===== src/rtl/asef_defines.svh =====
`ifndef ASEF_DEFINES_SVH
`define ASEF_DEFINES_SVH

// ----------------------------------------
// Register byte offsets
// ----------------------------------------
`define ASEF_OFF_STA 8'h00
`define ASEF_OFF_MSK 8'h04
`define ASEF_OFF_MODE 8'h08
`define ASEF_OFF_CTRL 8'h0c
`define ASEF_OFF_FLT 8'h18
`define ASEF_OFF_CFG 8'h1c
`define ASEF_OFF_DAT 8'h20
`define ASEF_OFF_TH 8'h50
`define ASEF_OFF_THC 8'h54
`define ASEF_OFF_THV 8'h58
`define ASEF_OFF_ACC 8'h5c
`define ASEF_OFF_ATH 8'h60

// ----------------------------------------
// Field positions
// ----------------------------------------
`define ASEF_STA_RDY 0
`define ASEF_STA_OVR 3
`define ASEF_STA_THEX 4
`define ASEF_STA_ATHEX 5
`define ASEF_STA_TICK 6
`define ASEF_MODE_ALWAYS 0
`define ASEF_CTRL_GAIN_MSB 3
`define ASEF_CTRL_OVR_EN 4
`define ASEF_CFG_TH_EN 0
`define ASEF_CFG_ATH_EN 1
`define ASEF_CFG_ACC_EN 5
`define ASEF_FLT_MSB 7
`define ASEF_THC_MSB 7

// ----------------------------------------
// Reset values
// ----------------------------------------
`define ASEF_RST_ZERO 32'h0000_0000
`define ASEF_RST_MSK 32'h0000_0000
`define ASEF_RST_FLT 32'h0000_0007
`define ASEF_RST_THC 32'h0000_0001

// ----------------------------------------
// Timing
// ----------------------------------------
`define ASEF_CLK_PERIOD_NS 100
`define ASEF_TICK_DEFAULT_NS 1000000
`define ASEF_TICK_STEP_CYC \
  (`ASEF_TICK_DEFAULT_NS / ((`ASEF_RST_FLT + 1) * `ASEF_CLK_PERIOD_NS))
`define ASEF_OVR_PERIOD_NS 125000
`define ASEF_OVR_CYC (`ASEF_OVR_PERIOD_NS / `ASEF_CLK_PERIOD_NS)
`define ASEF_RDY_SKIP_TICKS 2'h2

`endif


===== src/rtl/asef_pkg.sv =====
package asef_pkg;

  typedef logic [31:0] asef_word_t;
  typedef logic [7:0] asef_addr_t;

  typedef enum logic [1:0] {
    ASEF_RESP_OKAY = 2'b00,
    ASEF_RESP_SLVERR = 2'b10
  } asef_resp_t;

endpackage


===== src/rtl/asef_flags.sv =====
// How it works
// A read of the current result register clears the periodic tick flag in status bit 6.
// In always-interrupt mode the tick flag is raised once per output period, settled or not.
// With the filter setting at its reset value the tick comes every 1.0 ms.
// After a reconfiguration the ready flag cannot set before the second tick.
// Software decides result validity from the ready flag, never from the tick alone.
// Any reconfiguration of the current converter restarts the tick timebase.
// Status bit 5 sets when the accumulator magnitude exceeds the accumulator threshold.
// Bit 5 clears on reconfiguration or while the accumulator comparator is disabled.
// Status bit 4 sets when a result magnitude exceeds the result threshold.
// Bit 4 reports nothing while the result comparator is disabled.
// Bit 4 clears on reconfiguration or while the result comparator is disabled.
// Bit 4 sets only after the programmed count of exceeding conversions.
// Status bit 3 sets when overrange detection is on and the input is grossly overrange.
// Bit 3 is re-evaluated on a fixed 125 us period.
// Bit 3 clears when software changes the gain setting.
// The tick flag interrupts only when its mask bit is set; the mask resets to zero.
//
// Implementation choices: the AXI4-Lite register port and the address map.
`timescale 1ns/100ps
`include "asef_defines.svh"
`default_nettype none

module asef_flags
  import asef_pkg::*;
#(
  parameter int TICK_STEP_CYC = `ASEF_TICK_STEP_CYC,
  parameter int OVR_CYC = `ASEF_OVR_CYC
) (
  input wire logic clk,
  input wire logic rst,
  input wire logic [7:0] s_axi_awaddr,
  input wire logic s_axi_awvalid,
  output logic s_axi_awready,
  input wire logic [31:0] s_axi_wdata,
  input wire logic [3:0] s_axi_wstrb,
  input wire logic s_axi_wvalid,
  output logic s_axi_wready,
  output logic [1:0] s_axi_bresp,
  output logic s_axi_bvalid,
  input wire logic s_axi_bready,
  input wire logic [7:0] s_axi_araddr,
  input wire logic s_axi_arvalid,
  output logic s_axi_arready,
  output logic [31:0] s_axi_rdata,
  output logic [1:0] s_axi_rresp,
  output logic s_axi_rvalid,
  input wire logic s_axi_rready,
  input wire logic conv_valid,
  input wire logic [31:0] conv_result,
  input wire logic [31:0] accum_value,
  input wire logic overrange_pin,
  output logic irq,
  output logic reconfig,
  output logic [3:0] gain,
  output logic overrange_detect_en,
  output logic accum_en
);

  // ----------------------------------------
  // Helpers
  // ----------------------------------------
  function automatic asef_word_t merge_bytes(asef_word_t old, asef_word_t nw,
                                             logic [3:0] strb);
    asef_word_t r;
    r = old;
    for (int i = 0; i < 4; i++) begin
      if (strb[i]) begin
        r[i*8 +: 8] = nw[i*8 +: 8];
      end
    end
    return r;
  endfunction

  // Signed twos complement magnitude; the most negative value maps to itself, 2^31 unsigned
  function automatic asef_word_t magnitude(asef_word_t v);
    return v[31] ? (~v + 32'h1) : v;
  endfunction

  // ----------------------------------------
  // Write channel
  // ----------------------------------------
  logic aw_full_q;
  logic w_full_q;
  asef_addr_t aw_addr_q;
  asef_word_t w_data_q;
  logic [3:0] w_strb_q;

  wire aw_take = s_axi_awvalid && s_axi_awready;
  wire w_take = s_axi_wvalid && s_axi_wready;
  wire do_write = aw_full_q && w_full_q && !s_axi_bvalid;
  wire b_done = s_axi_bvalid && s_axi_bready;

  wire wr_msk = do_write && (aw_addr_q == `ASEF_OFF_MSK);
  wire wr_mode = do_write && (aw_addr_q == `ASEF_OFF_MODE);
  wire wr_ctrl = do_write && (aw_addr_q == `ASEF_OFF_CTRL);
  wire wr_flt = do_write && (aw_addr_q == `ASEF_OFF_FLT);
  wire wr_cfg = do_write && (aw_addr_q == `ASEF_OFF_CFG);
  wire wr_th = do_write && (aw_addr_q == `ASEF_OFF_TH);
  wire wr_thc = do_write && (aw_addr_q == `ASEF_OFF_THC);
  wire wr_ath = do_write && (aw_addr_q == `ASEF_OFF_ATH);
  wire wr_hit = wr_msk || wr_mode || wr_ctrl || wr_flt || wr_cfg || wr_th || wr_thc
                || wr_ath;

  always_ff @(posedge clk or posedge rst) begin
    if (rst) begin
      aw_full_q <= 1'b0;
      w_full_q <= 1'b0;
      aw_addr_q <= '0;
      w_data_q <= '0;
      w_strb_q <= '0;
      s_axi_awready <= 1'b1;
      s_axi_wready <= 1'b1;
      s_axi_bvalid <= 1'b0;
      s_axi_bresp <= ASEF_RESP_OKAY;
    end else begin
      if (aw_take) begin
        aw_full_q <= 1'b1;
        aw_addr_q <= s_axi_awaddr;
        s_axi_awready <= 1'b0;
      end
      if (w_take) begin
        w_full_q <= 1'b1;
        w_data_q <= s_axi_wdata;
        w_strb_q <= s_axi_wstrb;
        s_axi_wready <= 1'b0;
      end
      if (do_write) begin
        aw_full_q <= 1'b0;
        w_full_q <= 1'b0;
        s_axi_bvalid <= 1'b1;
        s_axi_bresp <= wr_hit ? ASEF_RESP_OKAY : ASEF_RESP_SLVERR;
      end
      // Ready returns only after the response, so one write at a time
      if (b_done) begin
        s_axi_bvalid <= 1'b0;
        s_axi_awready <= 1'b1;
        s_axi_wready <= 1'b1;
      end
    end
  end

  // ----------------------------------------
  // Software registers
  // ----------------------------------------
  asef_word_t msk_q;
  asef_word_t mode_q;
  asef_word_t ctrl_q;
  asef_word_t flt_q;
  asef_word_t cfg_q;
  asef_word_t th_q;
  asef_word_t thc_q;
  asef_word_t ath_q;

  wire asef_word_t ctrl_new = merge_bytes(ctrl_q, w_data_q, w_strb_q);
  // Writing any current-converter setting counts as a reconfiguration
  wire reconfig_now = wr_mode || wr_ctrl || wr_flt;
  wire gain_change = wr_ctrl &&
                     (ctrl_new[`ASEF_CTRL_GAIN_MSB:0] != ctrl_q[`ASEF_CTRL_GAIN_MSB:0]);

  always_ff @(posedge clk or posedge rst) begin
    if (rst) begin
      msk_q <= `ASEF_RST_MSK;
      mode_q <= `ASEF_RST_ZERO;
      ctrl_q <= `ASEF_RST_ZERO;
      flt_q <= `ASEF_RST_FLT;
      cfg_q <= `ASEF_RST_ZERO;
      th_q <= `ASEF_RST_ZERO;
      thc_q <= `ASEF_RST_THC;
      ath_q <= `ASEF_RST_ZERO;
    end else begin
      if (wr_msk) msk_q <= merge_bytes(msk_q, w_data_q, w_strb_q);
      if (wr_mode) mode_q <= merge_bytes(mode_q, w_data_q, w_strb_q);
      if (wr_ctrl) ctrl_q <= ctrl_new;
      if (wr_flt) flt_q <= merge_bytes(flt_q, w_data_q, w_strb_q);
      if (wr_cfg) cfg_q <= merge_bytes(cfg_q, w_data_q, w_strb_q);
      if (wr_th) th_q <= merge_bytes(th_q, w_data_q, w_strb_q);
      if (wr_thc) thc_q <= merge_bytes(thc_q, w_data_q, w_strb_q);
      if (wr_ath) ath_q <= merge_bytes(ath_q, w_data_q, w_strb_q);
    end
  end

  wire always_mode = mode_q[`ASEF_MODE_ALWAYS];
  wire th_en = cfg_q[`ASEF_CFG_TH_EN];
  wire ath_en = cfg_q[`ASEF_CFG_ATH_EN];
  wire ovr_en = ctrl_q[`ASEF_CTRL_OVR_EN];

  // ----------------------------------------
  // Timebases
  // ----------------------------------------
  logic tick_pulse;
  logic ovr_strobe;
  logic ovr_level;

  // Period scales with the filter setting; reset value gives 1.0 ms
  wire [31:0] tick_prod = (32'(flt_q[`ASEF_FLT_MSB:0]) + 32'h1) * 32'(TICK_STEP_CYC);
  wire [23:0] tick_period = tick_prod[23:0];

  asef_timer #(.W(24)) u_tick_timer (
    .clk(clk),
    .rst(rst),
    .restart(reconfig_now),
    .period(tick_period),
    .pulse(tick_pulse)
  );

  // Free running; never restarted by software
  asef_timer #(.W(24)) u_ovr_timer (
    .clk(clk),
    .rst(rst),
    .restart(1'b0),
    .period(24'(OVR_CYC)),
    .pulse(ovr_strobe)
  );

  // Analog comparator output is asynchronous to clk
  asef_sync3 u_ovr_sync (
    .clk(clk),
    .rst(rst),
    .d(overrange_pin),
    .q(ovr_level)
  );

  // ----------------------------------------
  // Read channel
  // ----------------------------------------
  wire ar_take = s_axi_arvalid && s_axi_arready;
  wire r_done = s_axi_rvalid && s_axi_rready;
  wire rd_dat = ar_take && (s_axi_araddr == `ASEF_OFF_DAT);

  // ----------------------------------------
  // Status flags
  // ----------------------------------------
  logic tick_q;
  logic athex_q;
  logic thex_q;
  logic ovr_q;
  logic rdy_q;
  logic [1:0] ticks_q;
  logic [`ASEF_THC_MSB:0] thv_q;
  asef_word_t dat_q;

  wire res_exceed = magnitude(conv_result) > th_q;
  wire acc_exceed = magnitude(accum_value) > ath_q;
  wire [`ASEF_THC_MSB:0] thv_inc = thv_q + 8'h01;
  // A zero limit behaves as one
  wire thc_met = (thv_inc >= thc_q[`ASEF_THC_MSB:0]) || (thv_inc == 8'hff);

  wire tick_set = tick_pulse && always_mode;
  wire athex_set = ath_en && acc_exceed;
  wire athex_clr = reconfig_now || !ath_en;
  wire thex_set = th_en && conv_valid && res_exceed && thc_met;
  wire thex_clr = reconfig_now || !th_en;
  wire ovr_set = ovr_strobe && ovr_en && ovr_level;
  wire rdy_allowed = (ticks_q >= `ASEF_RDY_SKIP_TICKS);
  wire rdy_set = conv_valid && !rdy_q && rdy_allowed;
  wire rdy_clr = rd_dat || reconfig_now;

  always_ff @(posedge clk or posedge rst) begin
    if (rst) begin
      tick_q <= 1'b0;
      athex_q <= 1'b0;
      thex_q <= 1'b0;
      ovr_q <= 1'b0;
      rdy_q <= 1'b0;
    end else begin
      // Set always beats a clear in the same cycle
      tick_q <= tick_set || (tick_q && !rd_dat);
      athex_q <= athex_set || (athex_q && !athex_clr);
      thex_q <= thex_set || (thex_q && !thex_clr);
      ovr_q <= ovr_set || (ovr_q && !gain_change);
      rdy_q <= rdy_set || (rdy_q && !rdy_clr);
    end
  end

  // Tick count since reconfiguration, saturating
  always_ff @(posedge clk or posedge rst) begin
    if (rst) begin
      ticks_q <= 2'h0;
    end else if (reconfig_now) begin
      ticks_q <= 2'h0;
    end else if (tick_pulse && !rdy_allowed) begin
      ticks_q <= ticks_q + 2'h1;
    end
  end

  // Consecutive exceeding conversions
  always_ff @(posedge clk or posedge rst) begin
    if (rst) begin
      thv_q <= '0;
    end else if (thex_clr) begin
      thv_q <= '0;
    end else if (conv_valid) begin
      thv_q <= res_exceed ? (thc_met ? thv_q : thv_inc) : '0;
    end
  end

  // A held ready flag blocks further result updates
  always_ff @(posedge clk or posedge rst) begin
    if (rst) begin
      dat_q <= '0;
    end else if (conv_valid && !rdy_q) begin
      dat_q <= conv_result;
    end
  end

  asef_word_t sta_word;
  always_comb begin
    sta_word = '0;
    sta_word[`ASEF_STA_RDY] = rdy_q;
    sta_word[`ASEF_STA_OVR] = ovr_q;
    sta_word[`ASEF_STA_THEX] = thex_q;
    sta_word[`ASEF_STA_ATHEX] = athex_q;
    sta_word[`ASEF_STA_TICK] = tick_q;
  end

  // ----------------------------------------
  // Read data selection
  // ----------------------------------------
  wire asef_addr_t ra = s_axi_araddr;
  wire rd_hit = (ra == `ASEF_OFF_STA) || (ra == `ASEF_OFF_MSK) || (ra == `ASEF_OFF_MODE)
                || (ra == `ASEF_OFF_CTRL) || (ra == `ASEF_OFF_FLT) || (ra == `ASEF_OFF_CFG)
                || (ra == `ASEF_OFF_DAT) || (ra == `ASEF_OFF_TH) || (ra == `ASEF_OFF_THC)
                || (ra == `ASEF_OFF_THV) || (ra == `ASEF_OFF_ACC) || (ra == `ASEF_OFF_ATH);
  wire asef_word_t rd_word =
    (ra == `ASEF_OFF_STA) ? sta_word :
    (ra == `ASEF_OFF_MSK) ? msk_q :
    (ra == `ASEF_OFF_MODE) ? mode_q :
    (ra == `ASEF_OFF_CTRL) ? ctrl_q :
    (ra == `ASEF_OFF_FLT) ? flt_q :
    (ra == `ASEF_OFF_CFG) ? cfg_q :
    (ra == `ASEF_OFF_DAT) ? dat_q :
    (ra == `ASEF_OFF_TH) ? th_q :
    (ra == `ASEF_OFF_THC) ? thc_q :
    (ra == `ASEF_OFF_THV) ? 32'(thv_q) :
    (ra == `ASEF_OFF_ACC) ? accum_value :
    (ra == `ASEF_OFF_ATH) ? ath_q : 32'h0000_0000;

  always_ff @(posedge clk or posedge rst) begin
    if (rst) begin
      s_axi_arready <= 1'b1;
      s_axi_rvalid <= 1'b0;
      s_axi_rdata <= '0;
      s_axi_rresp <= ASEF_RESP_OKAY;
    end else begin
      if (ar_take) begin
        s_axi_arready <= 1'b0;
        s_axi_rvalid <= 1'b1;
        s_axi_rdata <= rd_word;
        s_axi_rresp <= rd_hit ? ASEF_RESP_OKAY : ASEF_RESP_SLVERR;
      end
      if (r_done) begin
        s_axi_rvalid <= 1'b0;
        s_axi_arready <= 1'b1;
      end
    end
  end

  // ----------------------------------------
  // Outputs
  // ----------------------------------------
  always_ff @(posedge clk or posedge rst) begin
    if (rst) begin
      irq <= 1'b0;
      reconfig <= 1'b0;
      gain <= '0;
      overrange_detect_en <= 1'b0;
      accum_en <= 1'b0;
    end else begin
      irq <= |(sta_word & msk_q);
      reconfig <= reconfig_now;
      gain <= ctrl_q[`ASEF_CTRL_GAIN_MSB:0];
      overrange_detect_en <= ovr_en;
      accum_en <= cfg_q[`ASEF_CFG_ACC_EN];
    end
  end

endmodule

`default_nettype wire


===== src/rtl/asef_sync3.sv =====
`timescale 1ns/100ps
`default_nettype none

module asef_sync3 (
  input wire logic clk,
  input wire logic rst,
  input wire logic d,
  output logic q
);

  logic s1_q;
  logic s2_q;
  logic s3_q;

  // First stage feeds only the second
  always_ff @(posedge clk or posedge rst) begin
    if (rst) begin
      s1_q <= 1'b0;
      s2_q <= 1'b0;
      s3_q <= 1'b0;
      q <= 1'b0;
    end else begin
      s1_q <= d;
      s2_q <= s1_q;
      s3_q <= s2_q;
      if (s2_q == s3_q) begin
        q <= s3_q;
      end
    end
  end

endmodule

`default_nettype wire


===== src/rtl/asef_timer.sv =====
`timescale 1ns/100ps
`default_nettype none

module asef_timer #(
  parameter int W = 24
) (
  input wire logic clk,
  input wire logic rst,
  input wire logic restart,
  input wire logic [W-1:0] period,
  output logic pulse
);

  logic [W-1:0] cnt_q;
  logic [W-1:0] cnt_d;
  wire last = (cnt_q == W'(1));

  // Zero count reloads, so the first pulse comes one full period after start
  assign cnt_d = (restart || cnt_q <= W'(1)) ? period : cnt_q - W'(1);

  always_ff @(posedge clk or posedge rst) begin
    if (rst) begin
      cnt_q <= '0;
      pulse <= 1'b0;
    end else begin
      cnt_q <= cnt_d;
      pulse <= last && !restart;
    end
  end

endmodule

`default_nettype wire

===== config.mk =====
export PLATFORM = sky130hd
export DESIGN_NAME = asef_flags
export DESIGN_NICKNAME = d
export VERILOG_FILES = /design/src/rtl/asef_pkg.sv /design/src/rtl/asef_flags.sv /design/src/rtl/asef_sync3.sv /design/src/rtl/asef_timer.sv
export VERILOG_INCLUDE_DIRS = /design/src /design/src/rtl
export SDC_FILE = /design/constraint.sdc
export NUM_CORES = 1
export LEC_CHECK = 0
export ABC_AREA = 1
export BUFFER_PORTS_ARGS = -buffer_cell sky130_fd_sc_hd__buf_2
export CAP_MARGIN = 30
export CORE_MARGIN = 2
export CORE_UTILIZATION = 40
export DETAILED_ROUTE_END_ITERATION = 16
export GPL_TIMING_DRIVEN = 1
export REMOVE_ABC_BUFFERS = 1
export SLEW_MARGIN = 20
export SYNTH_ARGS = -nofsm -noshare
export SYNTH_HDL_FRONTEND = slang
export SYNTH_SLANG_ARGS = --single-unit

===== constraint.sdc =====
create_clock -name clk -period 20.7 [get_ports clk]
set_input_delay 4.14 -clock clk [delete_from_list [all_inputs] [get_ports clk]]
set_output_delay 4.14 -clock clk [all_outputs]
set_load 0.005 [all_outputs]

**Yosys cells after proc, flatten, opt, wreduce, memory -nomap -nowiden**

Index checks and enable logic that the tools add are counted.

- Logic and storage cells: 265
- Input port bits: 125
- Output and inout port bits: 49
- Register bits: 452

- Equal/unequal tests: 25
- $lt $le $gt $ge: 6
- Multiply operators: 1
- Add/subtract/negate cells: 7
- Muxes and demuxes: 39
- Reductions and logical operators: 117
- Bitwise operators: 3

Operator list:

| kind | number |
|---|---|
| $mux 32 | 14 |
| $reduce_and 2->1 | 33 |
| $add 32x1->32 const B | 2 |
| $eq 8x7->1 const B | 8 |
| $gt 32x32->1 | 2 |
| $not 32->32 | 2 |
| $eq 24x1->1 const B | 2 |
| $le 24x1->1 const B | 2 |
| $mux 24 | 2 |
| $sub 24x1->24 const B | 2 |
| $logic_and 1x1->1 | 33 |
| $and 7x32->32 | 1 |
| $eq 8x4->1 const B | 4 |
| $eq 8x5->1 const B | 4 |
| $mux 8 | 4 |
| $reduce_or 32->1 | 1 |
| $logic_or 1x1->1 | 30 |
| $mul 9x10->19 const B | 1 |
| $eq 8x3->1 const B | 2 |
| $reduce_bool 2->1 | 8 |
| $mux 1 | 14 |
| $logic_not 1->1 | 11 |
| $add 8x1->9 const B | 1 |
| $add 8x1->8 const B | 1 |
| other kinds (11) | 14 |

**Longest topological paths before layout**

- Depth in word-level cells: 13
- Gate-level depth with buffers: 27

**Hierarchy**

Synthesis repeated with hierarchy kept, for this count alone.

- Cells, all modules: 3,331
- Area, all modules: 25,942.4 µm²

Modules (own cells, without submodules):

| module | cells each | instances | sequential area each (µm²) | area an instance (µm²) |
|---|---|---|---|---|
| asef_flags | 2,832 | 1 | 9,918.3 | 22,226.3 |
| asef_timer | 245 | 2 | 625.6 | 1,798.0 |
| asef_sync3 | 9 | 1 | 100.1 | 120.1 |

**Worst setup path before layout**

Ideal clock, no wire load.

- Path kind: input-to-reg
- From: input port conv_result[0]
- To: register thv_q[7]
- Setup time: 0.117 ns
- Slack: 13.795 ns
- Buffers on the path: 0
- Cell stages on the path: 23
- Data arrival time: 6.787 ns
- Data required time: 20.583 ns
- Cell sequence: inv_1 > ha_1 > inv_1 > nor3_1 > nand2_1 > inv_1 > nand4_1 > nor3_1 > nand2_1 > o21ai_1 > xor2_1 > ha_1 > nand2_1 > nor2_1 > nand4_1 > nor3b_1 > nand2_1 > nand2_1 > nand3_1 > nand2_2 > inv_1 > nand2_1 > nand2_1

- Longest elaborated chain between the ends: 7
- Elaborated cells on any way between the ends: 9

RTL lines:

| what | RTL line | RTL |
|---|---|---|
| start: declaration | asef_flags.sv:50 | `input wire logic [31:0] conv_result,` |
| $not 32->32 | asef_flags.sv:77 | `return v[31] ? (~v + 32'h1) : v;` |
| $add 32x1->32 | asef_flags.sv:77 |  |
| $mux 32 (*) | asef_flags.sv:77 |  |
| $gt 32x32->1 (*) | asef_flags.sv:243 | `wire res_exceed = magnitude(conv_result) > th_q;` |
| $mux 8 | asef_flags.sv:294 | `thv_q <= res_exceed ? (thc_met ? thv_q : thv_inc) : '0;` |
| $mux 8 | asef_flags.sv:293 | `end else if (conv_valid) begin` |
| $mux 8 | asef_flags.sv:291 | `end else if (thex_clr) begin` |
| end signal: assignment | asef_flags.sv:294 |  |
| end: declaration | asef_flags.sv:240 | `` logic [`ASEF_THC_MSB:0] thv_q; `` |

Every way passes the cells marked *; elsewhere a longest branch is shown, timed or not. The select of a mux whose other input is x is not followed.
A chain may end at the register's enable or synchronous reset.

**Worst setup path after layout**

- From: input port conv_result[0]
- To: register thv_q[6]

The elaborated chain is that of the path after synthesis.

==> results.sh <==
export IMPL_status="complete, no violations"
export IMPL_crit_chain="buf_2 -> inv_1 -> ha_1 -> inv_1 -> nor3_1 -> nand2_1 -> inv_1 -> nand4_1 -> nor3_1 -> nand2_1 -> o21ai_1 -> xor2_1 -> ha_1 -> nand2_1 -> nor2_1 -> nand4_1 -> nor3b_1 -> nand3b_1 -> nand3_1 -> nand2_2 -> nand3_1 -> nand2_1"
export IMPL_setup_violations=0
export IMPL_grt_pass1_vias=20300
export IMPL_cts_max_path_buffers=3
export IMPL_final_hold_viol_count=0
export IMPL_die_w_um=254
export IMPL_ant_nets=0
export IMPL_critPathMaxFanout=9
export IMPL_netlist_instances=3164
export IMPL_cts_resized=0
export IMPL_leakage_nw=13.5
export IMPL_via_per_inst=5.17
export IMPL_clock_sinks=450
export IMPL_synth_edf_count=0
export IMPL_grt_pass1_wl_um=120000
export IMPL_critPathSlowestCell="nor3_1"
export IMPL_worst_pin_slew_ns=1.07
export IMPL_path_buf_inv=4
export IMPL_cts_tree="done"
export IMPL_crit_family="simple AND/OR/NAND/NOR gates"
export IMPL_grt_ovfl_total=0
export IMPL_routedWlPerCell_um=18.4
export IMPL_final_cells=4188
export IMPL_htreeDepth=2
export IMPL_synth_seq_area_share=0.449
export IMPL_yosysTopAreaCell="dfrtp_1"
export IMPL_critical_path_class="input pin to register"
export IMPL_first_iter_violations=1790
export IMPL_period_needed_ns=7.26
export IMPL_drc=0
export IMPL_vdd_drop_max_mv=0.0614
export IMPL_fmax_mhz=138
export IMPL_routabilityCongestion=0.907
export IMPL_seq_area_um2=11300
export IMPL_dr_pass1_iters=6
export IMPL_slowest_delay_ns=0.40
export IMPL_ctsHoldBuffers=0
export IMPL_antenna_found_initial=15
export IMPL_numCtsBuffers=53
export IMPL_syn_avg_cell_area_um2=7.93
export IMPL_clock_latency_ns=0.63
export IMPL_num_vias=21700
export IMPL_synth_area_leaders="dfrtp_1 (44%), nand2_1 (12%), o21ai_0 (8.0%), ha_1 (6.1%), inv_1 (5.1%)"
export IMPL_async_flop_share=1.00
export IMPL_yosys_warnings=0
export IMPL_yosysMostFrequentCell="nand2_1"
export IMPL_fin_ws_ns=13.44
export IMPL_io_buffers=171
export IMPL_row_count=91
export IMPL_synth_seq_cells=450
export IMPL_die_area_um2=64700
export IMPL_yosys_cell_types_count=58
export IMPL_grt_max_degree=171
export IMPL_synth_top_cells_by_count="nand2_1 (830), dfrtp_1 (443), o21ai_0 (399)"
export IMPL_synth_flop_cell="dfrtp_1"
export IMPL_placed_cells=4082
export IMPL_drv_cap=0
export IMPL_dp_slack_ns=12.83
export IMPL_multi_input_area_um2=12000
export IMPL_die_h_um=254
export IMPL_grt_use_total=0.241
export IMPL_wl_um=77100
export IMPL_finalNetCount=3564
export IMPL_critPathCaptureType="register"
export IMPL_period_share=0.351
export IMPL_detailed_place_hpwl_um=55000
export IMPL_fin_total_pwr_mw=2.72
export IMPL_cp_required_ns=21.19
export IMPL_fin_skew_ns=0.0362
export IMPL_crit_path_frequent_cell="nand2_1"
export IMPL_yosys_area_top_type_share=0.442
export IMPL_hold_class="register to register"
export IMPL_drv_slew=0
export IMPL_area_growth_pct=13.5
export IMPL_tns_ns=0
export IMPL_nFillCells=6219
export IMPL_synth_cell_area_um2=25100
export IMPL_rsz0062_at_grt="false"
export IMPL_cp_start_kind="input pin"
export IMPL_drive_above_1_share=0.107
export IMPL_max_slew_margin_rel=0.284
export IMPL_cts_setup_buffers=0
export IMPL_cts_root_buf="clkbuf_16"
export IMPL_cp_arrival_ns=7.75
export IMPL_coreArea_um2=61800
export IMPL_num_io_pins=174
export IMPL_start_util=0.406
export IMPL_p_per_area_nw_per_um2=95.5
export IMPL_clk_pin_slew_ns=0.06
==> power breakdown <==
group	switching [mW]	leakage, nW	internal [mW]	total (mW)
registers	0.122	6.04	1.05	1.17
logic	0.413	6.65	0.204	0.617
clock network	0.394	0.848	0.540	0.934
total	0.929	13.5	1.79	2.72
==> cells by family (layout without fill, tap and decap cells) <==
logic type | Yosys count | after routing | synth area share
compound gates | 595 | 595 | 0.123
xor+xnor | 115 | 115 | 0.0402
fa+ha+maj | 136 | 136 | 0.0716
buf+inv | 465 | 649 | 0.0740
flops | 450 | 450 | 0.449
mux | 9 | 9 | 0.00404
other cells | 1 | 4 | 0.000150
simple gates | 1393 | 1393 | 0.237
==> layer usage <==
layer / GRT usage / up-vias / share of wire
met4: 0.0694 / 24 / 0.028
met3: 0.0453 / 149 / 0.062
li1: - / 10600 / -
met2: 0.370 / 613 / 0.44
met1: 0.345 / 10300 / 0.47
met5: 0 / - / 0.0019
==> per-stage QoR <==
step / utilization / area [µm²] / hold slack, ns
2_1_floorplan: - / 24600 / 0.331
3_3_place_gp: 0.431 / 26600 / 0.337
3_5_place_dp: 0.431 / 26700 / 0.360
4_1_cts: 0.459 / 28400 / 0.372
5_1_grt: 0.460 / 28500 / 0.393
6_report: 0.461 / 28500 / 0.365
==> worst paths after layout <==
path | from | to | slack, ns | depth (start not counted)
setup / recovery | conv_result[0] | thv_q[6] | 13.44 | 22
hold / removal | u_ovr_sync.s1_q | u_ovr_sync.s2_q | 0.36 | 0
setup reg to reg | flt_q[1] | u_tick_timer.cnt_q[18] | 15.62 | 21
hold reg to reg | u_ovr_sync.s1_q | u_ovr_sync.s2_q | 0.36 | 0
max in group asynchronous | rst | mode_q[28] | 15.39 | 4
min in group asynchronous | rst | msk_q[13] | 3.57 | 2
==> cell usage in the layout, fill, tap and decap left out, drive strengths merged, types with 2 or more instances in the layout <==
master / n
nor4: 13
fa: 13
dfrtp: 443
nor2: 268
a31oi: 4
bufinv: 2
nand4: 90
dfstp: 7
a21oi: 147
mux2: 9
ha: 122
clkbuf: 78
conb: 2
or2: 6
o21a: 11
nand2: 837
xnor2: 28
a22oi: 2
nor3: 51
o21ai: 408
nand3b: 5
nor3b: 2
xor2: 87
clkinv: 18
buf: 195
o211ai: 9
nand3: 120
inv: 352
diode: 2
clkinvlp: 4
o31ai: 5
==> final cells by class <==
class                      count  area share
timing repair buffer         195      0.0387
tap                          837      0.0368
multi-input combinational   2250       0.421
clock inverter                22     0.00743
antenna                        2    0.000176
sequential                   450       0.396
inverter                     354      0.0469
clock buffer                  78      0.0537
(Power assumes the default switching activity.)
